**src/design/irq_pkg.sv**
```systemverilog
package irq_pkg;

    // Sizing defaults.
    localparam int NUM_TIMERS  = 4;
    localparam int NUM_GROUPS  = 2;
    localparam int PC_WIDTH    = 14;
    localparam int STACK_DEPTH = 12;
    localparam int ADDR_WIDTH  = 4;
    localparam int DATA_WIDTH  = 8;

    // Register map (word offsets on the plain port).
    localparam logic [3:0] OFS_CTRL      = 4'h0;
    localparam logic [3:0] OFS_SRC_FLAG  = 4'h1;
    localparam logic [3:0] OFS_SRC_EN_P  = 4'h2;
    localparam logic [3:0] OFS_SRC_EN_A  = 4'h3;
    localparam logic [3:0] OFS_GRP_EN    = 4'h4;
    localparam logic [3:0] OFS_GRP_FLAG  = 4'h5;
    localparam logic [3:0] OFS_EVT_STAT  = 4'h6;
    localparam logic [3:0] OFS_EVT_MASK  = 4'h7;
    localparam logic [3:0] OFS_STACK_LVL = 4'h8;

    // Bit positions in the control register.
    localparam int CTRL_GIE_BIT   = 0;
    localparam int CTRL_SLEEP_BIT = 1;

    // Event status bit positions.
    localparam int EVT_WAKE_BIT  = 0;
    localparam int EVT_ENTRY_BIT = 1;
    localparam int EVT_OVF_BIT   = 2;
    localparam int EVT_WIDTH     = 3;

    localparam logic [7:0] RESET_BYTE = 8'h00;

    // One comparator pair per timer unit: P and A match strobes.
    typedef struct packed {
        logic match_p;
        logic match_a;
    } timer_match_t;

    // Core sequencer handshake.
    typedef struct packed {
        logic take_entry;
        logic irq_ret;
        logic plain_ret;
    } core_cmd_t;

    typedef enum logic [1:0] {
        ST_RUN,
        ST_ENTRY,
        ST_RETURN
    } seq_state_t;

endpackage

```
**src/design/wake_edge.sv**
```systemverilog
`timescale 1ns/10ps
// Rising-edge detector on a request flag, with a two-stage input
// synchroniser for flags that may change with the system clock stopped.
module wake_edge #(
    parameter int WIDTH = 1
) (
    input  wire logic             mclk,
    input  wire logic             reset,
    input  wire logic [WIDTH-1:0] flag_in,
    output logic                  rise
);
    logic [WIDTH-1:0] sync1_reg;
    logic [WIDTH-1:0] sync2_reg;
    logic [WIDTH-1:0] last_reg;

    // The chain is not reset, so it already holds the flag level when
    // reset ends.
    always_ff @(posedge mclk) begin
        sync1_reg <= flag_in;
        sync2_reg <= sync1_reg;
    end

    // The history resets high: a flag that is already high at release,
    // such as one preset to block wake-up, must not look like a new edge.
    always_ff @(posedge mclk) begin
        if (reset) begin
            last_reg <= '1;
        end else begin
            last_reg <= sync2_reg;
        end
    end

    assign rise = |(sync2_reg & ~last_reg);
endmodule

```
**src/design/grouped_timer_interrupt_wakeup.sv**
```systemverilog
// Implementation choices: the address-and-strobe port and the register addresses.
`timescale 1ns/10ps
module grouped_timer_interrupt_wakeup
    import irq_pkg::*;
#(
    parameter int NT = NUM_TIMERS,
    parameter int NG = NUM_GROUPS,
    parameter int PW = PC_WIDTH,
    parameter int SD = STACK_DEPTH
) (
    input  wire logic                  mclk,
    input  wire logic                  reset,
    input  wire logic [ADDR_WIDTH-1:0] reg_addr,
    input  wire logic [DATA_WIDTH-1:0] reg_wdata,
    input  wire logic                  reg_wr,
    input  wire logic                  reg_rd,
    output logic      [DATA_WIDTH-1:0] reg_rdata,
    input  wire timer_match_t [NT-1:0] compare_timer_unit,
    input  wire logic [NT-1:0]         timer_group_map,
    input  wire logic                  ext_pin_flag,
    input  wire logic                  low_supply_flag,
    input  wire core_cmd_t             core_cmd,
    input  wire logic [PW-1:0]         core_pc,
    output logic                       irq_request,
    output logic [$clog2(NG)-1:0]      vector_group,
    output logic [PW-1:0]              return_pc,
    output logic                       stack_full,
    output logic                       wake_up,
    output logic                       irq_out
);
    // ****************************************************************
    // Register state
    // ****************************************************************
    logic [NT-1:0]          flag_p_reg;
    logic [NT-1:0]          flag_a_reg;
    logic [NT-1:0]          en_p_reg;
    logic [NT-1:0]          en_a_reg;
    logic [NG-1:0]          group_irq_enable;
    logic [NG-1:0]          group_irq_flag;
    logic                   global_irq_enable;
    logic                   sleep_reg;
    logic [EVT_WIDTH-1:0]   evt_stat_reg;
    logic [EVT_WIDTH-1:0]   evt_mask_reg;
    logic [PW-1:0]          stack_mem [SD];
    logic [$clog2(SD+1)-1:0] sp_reg;
    logic [DATA_WIDTH-1:0]  rdata_next;
    seq_state_t             state_reg;

    logic                   wr_ctrl;
    logic                   wr_flag;
    logic [NT-1:0]          set_p;
    logic [NT-1:0]          set_a;
    logic [NG-1:0]          grp_set;
    logic [NG-1:0]          grp_ready;
    logic [NG-1:0]          grp_pick;
    logic [$clog2(NG)-1:0]  pick_idx;
    logic                   entry_ok;
    logic                   do_entry;
    logic                   do_pop;
    logic                   wake_timer;
    logic                   wake_ext;
    logic                   overflow_evt;
    logic [EVT_WIDTH-1:0]   evt_now;

    assign wr_ctrl = reg_wr && (reg_addr == OFS_CTRL);
    assign wr_flag = reg_wr && (reg_addr == OFS_SRC_FLAG);

    // ****************************************************************
    // Source request flags
    // ****************************************************************
    always_comb begin
        set_p = '0;
        set_a = '0;
        for (int i = 0; i < NT; i++) begin
            set_p[i] = compare_timer_unit[i].match_p;
            set_a[i] = compare_timer_unit[i].match_a;
        end
    end

    // Flag register layout: P flags in the low half, A flags above.
    // Writing a one clears; a match in the same cycle wins over the clear.
    always_ff @(posedge mclk) begin
        if (reset) begin
            flag_p_reg <= '0;
            flag_a_reg <= '0;
        end else begin
            flag_p_reg <= set_p | (flag_p_reg
                & ~(wr_flag ? reg_wdata[NT-1:0] : '0));
            flag_a_reg <= set_a | (flag_a_reg
                & ~(wr_flag ? reg_wdata[2*NT-1:NT] : '0));
        end
    end

    always_ff @(posedge mclk) begin
        if (reset) begin
            en_p_reg <= '0;
            en_a_reg <= '0;
        end else begin
            if (reg_wr && reg_addr == OFS_SRC_EN_P) begin
                en_p_reg <= reg_wdata[NT-1:0];
            end
            if (reg_wr && reg_addr == OFS_SRC_EN_A) begin
                en_a_reg <= reg_wdata[NT-1:0];
            end
        end
    end

    // ****************************************************************
    // Group flags and selection
    // ****************************************************************
    // A source contributes to its group only when its own enable is set,
    // so a disabled source leaves the group idle but keeps its flag.
    always_comb begin
        grp_set = '0;
        for (int i = 0; i < NT; i++) begin
            if ((set_p[i] && en_p_reg[i]) || (set_a[i] && en_a_reg[i])) begin
                grp_set[timer_group_map[i]] = 1'b1;
            end
        end
    end

    always_comb begin
        grp_ready = group_irq_flag & group_irq_enable;
        grp_pick  = grp_ready & (~grp_ready + 1'b1);
        pick_idx  = '0;
        for (int g = NG - 1; g >= 0; g--) begin
            if (grp_ready[g]) begin
                pick_idx = g[$clog2(NG)-1:0];
            end
        end
    end

    assign stack_full = (sp_reg == SD[$clog2(SD+1)-1:0]);
    assign entry_ok   = global_irq_enable && (|grp_ready)
                        && !stack_full;
    assign irq_request  = entry_ok && (state_reg == ST_RUN);
    assign vector_group = pick_idx;
    assign do_entry     = irq_request && core_cmd.take_entry;
    assign do_pop       = (core_cmd.irq_ret || core_cmd.plain_ret)
                          && (sp_reg != '0);

    // Set wins over the automatic clear and the software clear.
    always_ff @(posedge mclk) begin
        if (reset) begin
            group_irq_flag <= '0;
        end else begin
            group_irq_flag <= grp_set | (group_irq_flag
                & ~(do_entry ? grp_pick : '0)
                & ~((reg_wr && reg_addr == OFS_GRP_FLAG)
                    ? reg_wdata[NG-1:0] : '0));
        end
    end

    always_ff @(posedge mclk) begin
        if (reset) begin
            group_irq_enable <= '0;
        end else if (reg_wr && reg_addr == OFS_GRP_EN) begin
            group_irq_enable <= reg_wdata[NG-1:0];
        end
    end

    // ****************************************************************
    // Global enable and sequencing
    // ****************************************************************
    always_ff @(posedge mclk) begin
        if (reset) begin
            global_irq_enable <= 1'b0;
        end else if (do_entry) begin
            global_irq_enable <= 1'b0;
        end else if (core_cmd.irq_ret) begin
            global_irq_enable <= 1'b1;
        end else if (wr_ctrl) begin
            global_irq_enable <= reg_wdata[CTRL_GIE_BIT];
        end
    end
    // A plain return falls through above and leaves the enable as is.

    always_ff @(posedge mclk) begin
        if (reset) begin
            sleep_reg <= 1'b0;
        end else if (wake_up) begin
            sleep_reg <= 1'b0;
        end else if (wr_ctrl) begin
            sleep_reg <= reg_wdata[CTRL_SLEEP_BIT];
        end
    end

    always_ff @(posedge mclk) begin
        if (reset) begin
            state_reg <= ST_RUN;
        end else begin
            case (state_reg)
                ST_RUN: begin
                    if (do_entry) begin
                        state_reg <= ST_ENTRY;
                    end else if (do_pop) begin
                        state_reg <= ST_RETURN;
                    end
                end
                ST_ENTRY:  state_reg <= ST_RUN;
                ST_RETURN: state_reg <= ST_RUN;
                default:   state_reg <= ST_RUN;
            endcase
        end
    end

    // ****************************************************************
    // Return-address stack
    // ****************************************************************
    // Only the program counter is kept; the service routine must save
    // the accumulator and status itself.
    always_ff @(posedge mclk) begin
        if (reset) begin
            sp_reg <= '0;
        end else if (do_entry) begin
            sp_reg <= sp_reg + 1'b1;
        end else if (do_pop && state_reg == ST_RUN) begin
            sp_reg <= sp_reg - 1'b1;
        end
    end

    always_ff @(posedge mclk) begin
        if (do_entry) begin
            stack_mem[sp_reg[$clog2(SD)-1:0]] <= core_pc;
        end
    end

    always_ff @(posedge mclk) begin
        if (reset) begin
            return_pc <= '0;
        end else if (do_pop && state_reg == ST_RUN) begin
            return_pc <= stack_mem[sp_reg[$clog2(SD)-1:0] - 1'b1];
        end
    end

    // ****************************************************************
    // Wake-up
    // ****************************************************************
    // Watching every flag, enabled or not, means a preset-high flag
    // cannot produce a rising edge and so cannot wake the part.
    assign wake_timer = (|(set_p & ~flag_p_reg))
                        || (|(set_a & ~flag_a_reg));

    wake_edge #(
        .WIDTH(2)
    ) u_wake_ext (
        .mclk    (mclk),
        .reset   (reset),
        .flag_in ({ext_pin_flag, low_supply_flag}),
        .rise    (wake_ext)
    );

    assign wake_up = wake_timer || wake_ext;

    // ****************************************************************
    // Event status, mask and interrupt line
    // ****************************************************************
    assign overflow_evt = core_cmd.take_entry && stack_full;
    always_comb begin
        evt_now = '0;
        evt_now[EVT_WAKE_BIT]  = wake_up;
        evt_now[EVT_ENTRY_BIT] = do_entry;
        evt_now[EVT_OVF_BIT]   = overflow_evt;
    end

    always_ff @(posedge mclk) begin
        if (reset) begin
            evt_stat_reg <= '0;
        end else begin
            evt_stat_reg <= evt_now | (evt_stat_reg
                & ~((reg_wr && reg_addr == OFS_EVT_STAT)
                    ? reg_wdata[EVT_WIDTH-1:0] : '0));
        end
    end

    always_ff @(posedge mclk) begin
        if (reset) begin
            evt_mask_reg <= '0;
        end else if (reg_wr && reg_addr == OFS_EVT_MASK) begin
            evt_mask_reg <= reg_wdata[EVT_WIDTH-1:0];
        end
    end

    assign irq_out = |(evt_stat_reg & evt_mask_reg);

    // ****************************************************************
    // Register read port
    // ****************************************************************
    always_comb begin
        rdata_next = RESET_BYTE;
        case (reg_addr)
            OFS_CTRL: begin
                rdata_next[CTRL_GIE_BIT]   = global_irq_enable;
                rdata_next[CTRL_SLEEP_BIT] = sleep_reg;
            end
            OFS_SRC_FLAG:  rdata_next[2*NT-1:0] = {flag_a_reg, flag_p_reg};
            OFS_SRC_EN_P:  rdata_next[NT-1:0]   = en_p_reg;
            OFS_SRC_EN_A:  rdata_next[NT-1:0]   = en_a_reg;
            OFS_GRP_EN:    rdata_next[NG-1:0]   = group_irq_enable;
            OFS_GRP_FLAG:  rdata_next[NG-1:0]   = group_irq_flag;
            OFS_EVT_STAT:  rdata_next[EVT_WIDTH-1:0] = evt_stat_reg;
            OFS_EVT_MASK:  rdata_next[EVT_WIDTH-1:0] = evt_mask_reg;
            OFS_STACK_LVL: rdata_next[$clog2(SD+1)-1:0] = sp_reg;
            default:       rdata_next = RESET_BYTE;
        endcase
    end

    always_ff @(posedge mclk) begin
        if (reset) begin
            reg_rdata <= RESET_BYTE;
        end else if (reg_rd) begin
            reg_rdata <= rdata_next;
        end else begin
            reg_rdata <= RESET_BYTE;
        end
    end
endmodule

```
**config.mk**
```make
export PLATFORM = sky130hd
export DESIGN_NAME = grouped_timer_interrupt_wakeup
export DESIGN_NICKNAME = d
export VERILOG_FILES = /design/src/design/irq_pkg.sv /design/src/design/wake_edge.sv /design/src/design/grouped_timer_interrupt_wakeup.sv
export SDC_FILE = /design/constraint.sdc
export NUM_CORES = 1
export LEC_CHECK = 0
export BUFFER_PORTS_ARGS = -buffer_cell sky130_fd_sc_hd__clkbuf_2
export CORE_MARGIN = 5
export CORE_UTILIZATION = 40
export CTS_CLUSTER_DIAMETER = 120
export DETAILED_ROUTE_END_ITERATION = 6
export PLACE_DENSITY_LB_ADDON = 0.15
export SYNTH_ARGS = -nofsm -noshare
export SYNTH_HDL_FRONTEND = slang
export SYNTH_SLANG_ARGS = --single-unit
```
**constraint.sdc**
```tcl
create_clock -name mclk -period 3.3 [get_ports mclk]
set_clock_uncertainty 0.1 [all_clocks]
set_input_delay 0.495 -clock mclk [delete_from_list [all_inputs] [get_ports mclk]]
set_output_delay 0.495 -clock mclk [all_outputs]
set_load 0.03 [all_outputs]
```
==> results of run 1 <==
[synthesized netlist by cell type, types with 5 or more instances]
master / count / share of area (%)
a21oi_1: 20 / 1.1
mux2_2: 29 / 3.5
nor2_1: 26 / 1.0
clkbuf_1: 21 / 0.85
mux2i_1: 9 / 0.97
o22ai_1: 15 / 1.0
mux4_2: 36 / 8.7
edfxtp_1: 168 / 54
a22oi_1: 7 / 0.56
and3_1: 6 / 0.40
buf_2: 8 / 0.43
inv_1: 19 / 0.77
a31oi_1: 6 / 0.40
nand2_1: 21 / 0.85
nand3_1: 23 / 1.2
a221o_1: 10 / 1.1
nor3_1: 8 / 0.43
and2_1: 13 / 0.87
nor2b_1: 8 / 0.54
nor3b_1: 11 / 0.89
ha_1: 5 / 0.67
dfxtp_1: 62 / 13
[path summary, 6_finish.rpt]
check | end | slack, ns | depth (start not counted) | start
worst min register to register | u_wake_ext.sync2_reg[1]$_DFF_P_ | 0.23 | 0 | u_wake_ext.sync1_reg[1]$_DFF_P_
worst max-delay path | irq_request | 0.33 | 5 | sp_reg[1]$_SDFFE_PP0P_
worst max register to register | stack_mem[4][4]$_DFFE_PP_ | 0.36 | 6 | sp_reg[1]$_SDFFE_PP0P_
worst min-delay path | global_irq_enable$_SDFFE_PP0P_ | 0.13 | 3 | core_cmd[1]
[cells in the final DEF, fill, tap and decap left out, types with 8 or more instances in the layout]
| master | netlist | final |
|---|---|---|
| dfxtp_1 | 62 | 61 |
| nor3_1 | 8 | 8 |
| mux2_2 | 29 | 29 |
| clkinv_2 | 0 | 8 |
| mux2i_1 | 9 | 9 |
| a221o_1 | 10 | 10 |
| nor2_1 | 26 | 26 |
| clkbuf_16 | 0 | 25 |
| nor2b_1 | 8 | 8 |
| nand3_1 | 23 | 23 |
| buf_4 | 3 | 15 |
| o22ai_1 | 15 | 15 |
| mux4_2 | 36 | 36 |
| clkbuf_2 | 0 | 73 |
| nand2_1 | 21 | 21 |
| inv_1 | 19 | 19 |
| nor3b_1 | 11 | 11 |
| edfxtp_1 | 168 | 168 |
| a21oi_1 | 20 | 20 |
| and2_2 | 0 | 8 |
[metal layers]
metal  GRT usage (%)  vias to the layer above  share of wire (%)
met3           2.784                       32                5.7
li1                -                     2498                  -
met1           21.90                     2742                 42
met5               0                        -                  0
met4           4.041                        0                2.0
met2           30.07                      163                 51
[cell families (layout without fill, tap and decap cells)]
family / count (synthesis) / in the layout
compound gates: 88 / 88
simple gates: 141 / 141
fa+ha+maj: 5 / 5
buf+inv: 56 / 158
flops: 230 / 230
xor+xnor: 1 / 1
mux: 76 / 76
[worst max-delay path, stage by stage, from the launching register on]
cell and delay [ns]:
dfxtp_1 0.53, inv_1 0.14, ha_1 0.26, and3_1 0.27, nor4b_2 0.38, clkbuf_2 0.27
[report_power, final]
group / switching, mW / internal, mW
Clock: 1.12 / 1.73
Combinational: 1.59 / 1.36
Sequential: 0.0961 / 3.19
Total: 2.81 / 6.28
[through the flow]
| stage | instances | setup WS (ns) | hold WS (ns) | cell area [um2] |
|---|---|---|---|---|
| floorplan | 597 | 0.01275 | 0.2096 | 9324 |
| global placement | 964 | 0.4544 | 0.2155 | 10070 |
| detailed placement | 964 | 0.3685 | 0.2161 | 10070 |
| CTS | 1012 | 0.3445 | 0.1022 | 10940 |
| global route | 1012 | 0.1256 | 0.1198 | 10940 |
| finish | 1012 | 0.3329 | 0.1291 | 10940 |
[layout make-up]
cell class | instances | area (um2)
fill | 1973 | 11840
sequential | 230 | 6287
timing repair buffer | 93 | 558.0
clock inverter | 12 | 150.1
multi-input combinational | 311 | 2784
clock buffer | 34 | 699.4
inverter | 19 | 71.32
tap | 313 | 391.6
[timing repair]
| action | 4_1_cts | 5_1_grt |
|---|---|---|
| hold endpoints to repair | 2 | 0 |
| hold buffers | 2 | 0 |
| buffers inserted | 0 | 0 |
| gates resized for setup | 0 | 0 |
==> results.yml, run 1 <==
critical_path:
  end_kind: "primary output"
  critPathMaxFanout: 8
  start_kind: "flip-flop"
  crit_arrival_ns: 2.37
  worstPathRequired_ns: 2.70
  crit_type: "reg -> out"
place:
  io_buffers: 73
  routabilityCongestion: 0.8790
  place_hpwl_mm: 14.93
power:
  powerDensity_nw_per_um2: 830.7
  peakVddDrop_v: 0.0003888
  p_total_mw: 9.089
  power.leakage_nw: 3.759
synthesis:
  ys_ff_latch: 230
  synth-compound-area-share_pct: 6.668
  synth_fa_ha_area_share_pct: 0.6721
  synth_xor_area_share_pct: 0.2957
  avgSynthCellArea_um2: 15.59
  synth_cell_types: 55
  synthArstFlopShare_pct: 0
  syn_area_um2: 9308
  synthCells: 597
  synthSimpleGateAreaFrac_pct: 8.671
  synth_top_family_by_area: "multiplexers"
  muxShareOfSynthArea_pct: 13.43
  yosys_warnings: 0
  synth_edf_count: 168
  synthFlopType: "edfxtp_1"
  ys_seq_area_share_pct: 67.54
  syn_nets: 649
global_routing:
  grt-ovfl-total: 0
  antenna_found_initial: 0
  grt_pass1_wl_mm: 34.43
  grt_pass1_vias: 5732
  track_usage_pct: 16.96
  grt_max_degree: 45
timing:
  tns_ns: 0
  period_share_pct: 89.91
  setup_viol: 0
  min_period_ns: 2.967
  final-hold-violation-count: 0
  maxSlewViolCount: 0
  slew_headroom_pct: 45.08
  clock.fmax_mhz: 337.0
  rsz0062_at_grt: "false"
  worstMarginPinSlew_ns: 0.8238
routing:
  viasPerCell: 5.371
  drt_iter0_markers: 464
  dr_total_vias: 5435
  drc: 0
  wl_per_cell_um: 22.08
  wl_mm: 22.35
  drt_pass1_iterations: 4
  ant_nets: 0
floorplanning:
  initial_utilization_pct: 40.86
  fp-row-count: 55
  core_um2: 22780
  die_w_um: 162.5
  die_h_um: 162.5
  ios: 74
  die_area_um2: 26420
cts:
  clock_latency_ns: 0.53
  cts_tree: "done"
  clockBufferDepth: 3
  root_buffer: "clkbuf_16"
  clk_pin_slew_ns: 0.06
  numClockSinks: 230
  cts-htree-levels: 1
  cts-buffers-inserted: 25
layout:
  nNetsFinal: 732
  area_delta_synth_final_pct: 17.56
  drive_above_1_share_pct: 31.19
  largest_reg_flops: 168
  diodes: 0
  fin_util_pct: 48.04
status:
  outcome: "finished, final reports clean"
min_path:
  holdCritPathClass: "in -> reg"
job:
  drv_cap: 0
No activity file was read; power rests on OpenSTA's default activity.
==> run 2: changes to the inputs <==
PLACE_DENSITY_LB_ADDON = default   (was 0.15)
==> run 2 against run 1 <==
Compared with the run above:
- worst setup slack lost 0.017 ns
- combinational power is 2% lower
- core utilization shrank 0.29 points
- fmax fell by 0.56%
- critical path type is now reg -> reg
- largest power group unchanged
- flip-flop and latch count stayed put
- critical endpoint is now stack_mem[4][7]$_DFFE_PP_
- die area unchanged
- clock power fell by 6%
- global-route usage down 0.98 points
- power down 2.6%
- highest routed layer unchanged
- largest cell class unchanged
- first-iteration DRC count grew 16%
- non-clock buffer count did not move
- cell area decreased by 0.59%
==> results.yml, run 2 (same netlist as run 1, synthesis figures left out) <==
critical_path:
  start_kind: "flip-flop"
  path_cells: "inv_1 -> ha_1 -> and3_1 -> or3_1 -> nor3b_2 -> and2_2"
  cp_top_family: "simple AND/OR/NAND/NOR gates"
  crit_type: "reg -> reg"
  crit_arrival_ns: 3.04
  slowest_stage: "or3_1"
  crit_buf_inv: 1
  worstPathRequired_ns: 3.36
  end_kind: "flip-flop"
  critical_path.max_stage_delay_ns: 0.56
  critPathMaxFanout: 14
global_routing:
  grt_pass1_wl_mm: 33.15
  grt_max_degree: 45
  antenna_found_initial: 0
  top_usage_layer: "met2"
  grt-ovfl-total: 0
  track_usage_pct: 15.98
  use_met3_pct: 3.113
  use_met2_pct: 27.26
  grt_pass1_vias: 5721
  grt_util_met1_pct: 20.71
routing:
  drt_iter0_markers: 536
  wl_per_cell_um: 20.99
  wl_mm: 21.20
  drt_pass1_iterations: 5
  viasPerCell: 5.450
  drc: 0
  dr_total_vias: 5505
  ant_nets: 0
cts:
  clk_pin_slew_ns: 0.06
  clockBufferDepth: 3
  post_cts_buffers: 0
  cts-htree-levels: 1
  numClockSinks: 230
  root_buffer: "clkbuf_16"
  cts-buffers-inserted: 24
  clock_latency_ns: 0.51
  cts_tree: "done"
timing:
  clock.fmax_mhz: 335.1
  tns_ns: 0
  maxSlewViolCount: 0
  worstMarginPinSlew_ns: 0.8086
  slew_headroom_pct: 46.09
  setup_viol: 0
  min_period_ns: 2.984
  final-hold-violation-count: 0
  period_share_pct: 90.42
  rsz0062_at_grt: "false"
place:
  place_hpwl_mm: 14.29
  io_buffers: 73
  routabilityCongestion: 0.8775
floorplanning:
  die_h_um: 162.5
  ios: 74
  fp-row-count: 55
  core_um2: 22780
  die_w_um: 162.5
  die_area_um2: 26420
  initial_utilization_pct: 40.86
power:
  power.leakage_nw: 3.721
  peakVddDrop_v: 0.0004303
  powerDensity_nw_per_um2: 813.7
  p_total_mw: 8.850
layout:
  final_cell_mix: "edfxtp_1 (168), clkbuf_2 (73), dfxtp_1 (61)"
  area_delta_synth_final_pct: 16.86
  largest_reg_flops: 168
  diodes: 0
  drive_above_1_share_pct: 30.42
  final_common_cell: "edfxtp_1"
  nNetsFinal: 731
status:
  outcome: "finished, final reports clean"
job:
  drv_cap: 0
min_path:
  holdCritPathClass: "in -> reg"
-- run 2: layout make-up --
type,instances,area (um2)
tap,313,391.6
clock inverter,7,96.34
timing repair buffer,93,545.5
fill,1969,11900
multi-input combinational,311,2784
inverter,19,71.32
clock buffer,37,700.7
sequential,230,6287
-- run 2: metrics by stage --
step,hold slack (ns),instances,cell area (um2),setup slack (ns),util [%]
after floorplan,0.2096,597,9324,0.01275,-
after global placement,0.2177,964,10060,0.4690,44.16
after detailed placement,0.2121,964,10060,0.3630,44.16
after CTS,0.1405,1010,10880,0.3396,47.75
after global routing,0.1436,1010,10880,0.2035,47.75
final,0.1589,1010,10880,0.3162,47.75
-- run 2: final timing paths --
kind | startpoint | to | slack, ns | cells past startpoint
min | compare_timer_unit[2] | flag_a_reg[1]$_SDFF_PP0_ | 0.16 | 3
max reg2reg | sp_reg[1]$_SDFFE_PP0P_ | stack_mem[4][7]$_DFFE_PP_ | 0.32 | 6
max | sp_reg[1]$_SDFFE_PP0P_ | stack_mem[4][7]$_DFFE_PP_ | 0.32 | 6
min reg2reg | u_wake_ext.sync1_reg[0]$_DFF_P_ | u_wake_ext.sync2_reg[0]$_DFF_P_ | 0.22 | 0
-- run 2: per-layer routing --
| layer | wire [um] | vias up | share of wire, % |
|---|---|---|---|
| met3 | 1360 | 44 | 6.4 |
| met5 | 0 | - | 0 |
| met1 | 8704 | 2760 | 41 |
| met4 | 625 | 0 | 2.9 |
| li1 | - | 2494 | - |
| met2 | 10510 | 207 | 50 |
-- run 2: what timing repair did --
item	4_1_cts	5_1_grt
gates resized for setup	0	0
hold endpoints to repair	2	0
setup endpoints to repair	0	0
hold buffers	2	0
-- run 2: power breakdown --
part	internal [mW]	total [mW]	switching, mW	leakage, nW
Combinational	1.36	2.89	1.54	1.31
Clock	1.62	2.68	1.05	0.391
Sequential	3.19	3.28	0.0883	2.02
Total	6.17	8.85	2.68	3.72
-- run 2: worst register-to-register path, cell delays in order, from the launching register on --
cell	delay [ns]
dfxtp_1	0.55
inv_1	0.16
ha_1	0.26
and3_1	0.27
or3_1	0.56
nor3b_2	0.29
and2_2	0.45
==> run 3: changes to the inputs <==
CORE_UTILIZATION = 46   (was 40)
PLACE_DENSITY = 0.66   (was default)
==> run 3 against run 2 <==
Compared with the run above:
- hold slack got worse by 0.016 ns
- final cell count decreased by 4.5%
- register-to-register slack about the same
- via count decreased by 0.64%
- core utilization increased by 6.4 points
- sequential power about the same
- critical endpoint is now stack_mem[4][6]$_DFFE_PP_
- global-route usage increased by 1.7 points
- combinational power about the same
- non-clock buffer count decreased by 4
==> results.yml, run 3 (same netlist as run 1, synthesis figures left out) <==
status:
  outcome: "finished, final reports clean"
global_routing:
  grt_pass1_wl_mm: 32.40
  grt_max_degree: 45
  grt-ovfl-total: 0
  antenna_found_initial: 0
  track_usage_pct: 17.63
  grt_pass1_vias: 5605
layout:
  area_delta_synth_final_pct: 16.94
  drive_above_1_share_pct: 30.36
  nNetsFinal: 728
  diodes: 0
  fin_util_pct: 54.14
  final_cell_mix: "edfxtp_1 (168), clkbuf_2 (73), dfxtp_1 (61)"
  largest_reg_flops: 168
  final_common_cell: "edfxtp_1"
  nFillCells: 1572
critical_path:
  slowest_stage: "or3_1"
  worstPathRequired_ns: 3.37
  critical_path.max_stage_delay_ns: 0.56
  crit_arrival_ns: 3.05
  crit_type: "reg -> reg"
  critPathMaxFanout: 14
  end_kind: "flip-flop"
  start_kind: "flip-flop"
  path_cells: "inv_1 -> ha_1 -> and3_1 -> or3_1 -> nor3b_2 -> and2_2"
timing:
  slew_headroom_pct: 31.24
  min_period_ns: 2.977
  setup_viol: 0
  final-hold-violation-count: 0
  whs_ns: 0.1431
  clock.fmax_mhz: 335.9
  tns_ns: 0
  period_share_pct: 90.22
  worstMarginPinSlew_ns: 1.028
  rsz0062_at_grt: "false"
  maxSlewViolCount: 0
place:
  io_buffers: 73
  place_hpwl_mm: 13.94
  routabilityCongestion: 0.8571
cts:
  cts_tree: "done"
  clockBufferDepth: 3
  cts-buffers-inserted: 25
  clock_latency_ns: 0.52
  root_buffer: "clkbuf_16"
  post_cts_buffers: 0
  numClockSinks: 230
  cts_hold_buf: 2
  clk_pin_slew_ns: 0.05
  cts-htree-levels: 1
  cts-resized-gates: 0
floorplanning:
  fp-row-count: 52
  die_area_um2: 23180
  die_w_um: 152.2
  core_um2: 20100
  die_h_um: 152.2
  ios: 74
  initial_utilization_pct: 46.30
power:
  powerDensity_nw_per_um2: 840.1
  peakVddDrop_v: 0.0005285
  pwr-share-clk_pct: 32.7
  switchingPower_mw: 2.690
  comb_power_share_pct: 31.5
  power.leakage_nw: 3.737
  pwr-share-seq_pct: 35.9
  swShare_pct: 29.41
  intPower_mw: 6.454
min_path:
  holdCritPathClass: "in -> reg"
routing:
  viasPerCell: 5.668
  drt_pass1_iterations: 5
  wl_mm: 20.67
  dr_total_vias: 5470
  drt_iter0_markers: 434
  wl_per_cell_um: 21.42
  ant_nets: 0
  drc: 0
job:
  drv_cap: 0
-- run 3: area by class of cell --
class	count	area [um2]	share of cell area [%]
Inverter	19	71.32	0.6552
Tap cell	270	337.8	3.104
Multi-Input combinational cell	311	2784	25.58
Clock buffer	32	671.9	6.173
Sequential cell	230	6287	57.77
Timing Repair Buffer	89	503.0	4.621
Clock inverter	14	229.0	2.104
-- run 3: path summary, 6_finish.rpt --
path                                                      start                               to  slack, ns  cells after the start
worst max register to register           sp_reg[1]$_SDFFE_PP0P_        stack_mem[4][6]$_DFFE_PP_       0.32                      6
worst max-delay path                     sp_reg[1]$_SDFFE_PP0P_        stack_mem[4][6]$_DFFE_PP_       0.32                      6
worst min register to register  u_wake_ext.sync1_reg[0]$_DFF_P_  u_wake_ext.sync2_reg[0]$_DFF_P_       0.23                      0
worst min-delay path                      compare_timer_unit[6]         flag_a_reg[3]$_SDFF_PP0_       0.14                      3
-- run 3: power groups by stage --
stage	registers, mW	logic [mW]	clock network [mW]
after floorplan	3.38	2.15	0
after global placement	3.33	2.84	0
after detailed placement	3.34	2.87	0
after CTS	3.28	2.88	3.05
after global routing	3.29	3.08	3.18
final	3.28	2.88	2.99
-- run 3: per-stage QoR --
step / cell area, um2 / setup WS [ns] / power, mW / cells
floorplan: 9324 / 0.01275 / 5.527 / 597
global placement: 9963 / 0.4997 / 6.174 / 917
detailed placement: 9963 / 0.3556 / 6.207 / 917
CTS: 10880 / 0.3483 / 9.214 / 965
global route: 10880 / 0.1871 / 9.550 / 965
finish: 10880 / 0.3228 / 9.144 / 965
-- run 3: critical path: cells and delay by family, from the launching register on --
kind                     cells  cell delay (ns)
AND/OR/NAND/NOR              4             1.61
buffers and inverters        1             0.15
adder cells (fa/ha/maj)      1             0.26
flip-flops                   1             0.52
-- run 3: metal layers --
metal  part of all wire (%)  wire length [um]  vias up  global-route usage, %
met3                    7.4              1522       31                  3.721
met5                      0                 0        -                      0
li1                       -                 -     2492                      -
met4                    1.8               366        0                  3.682
met1                     43              8939     2735                  24.92
met2                     48              9839      212                  28.58
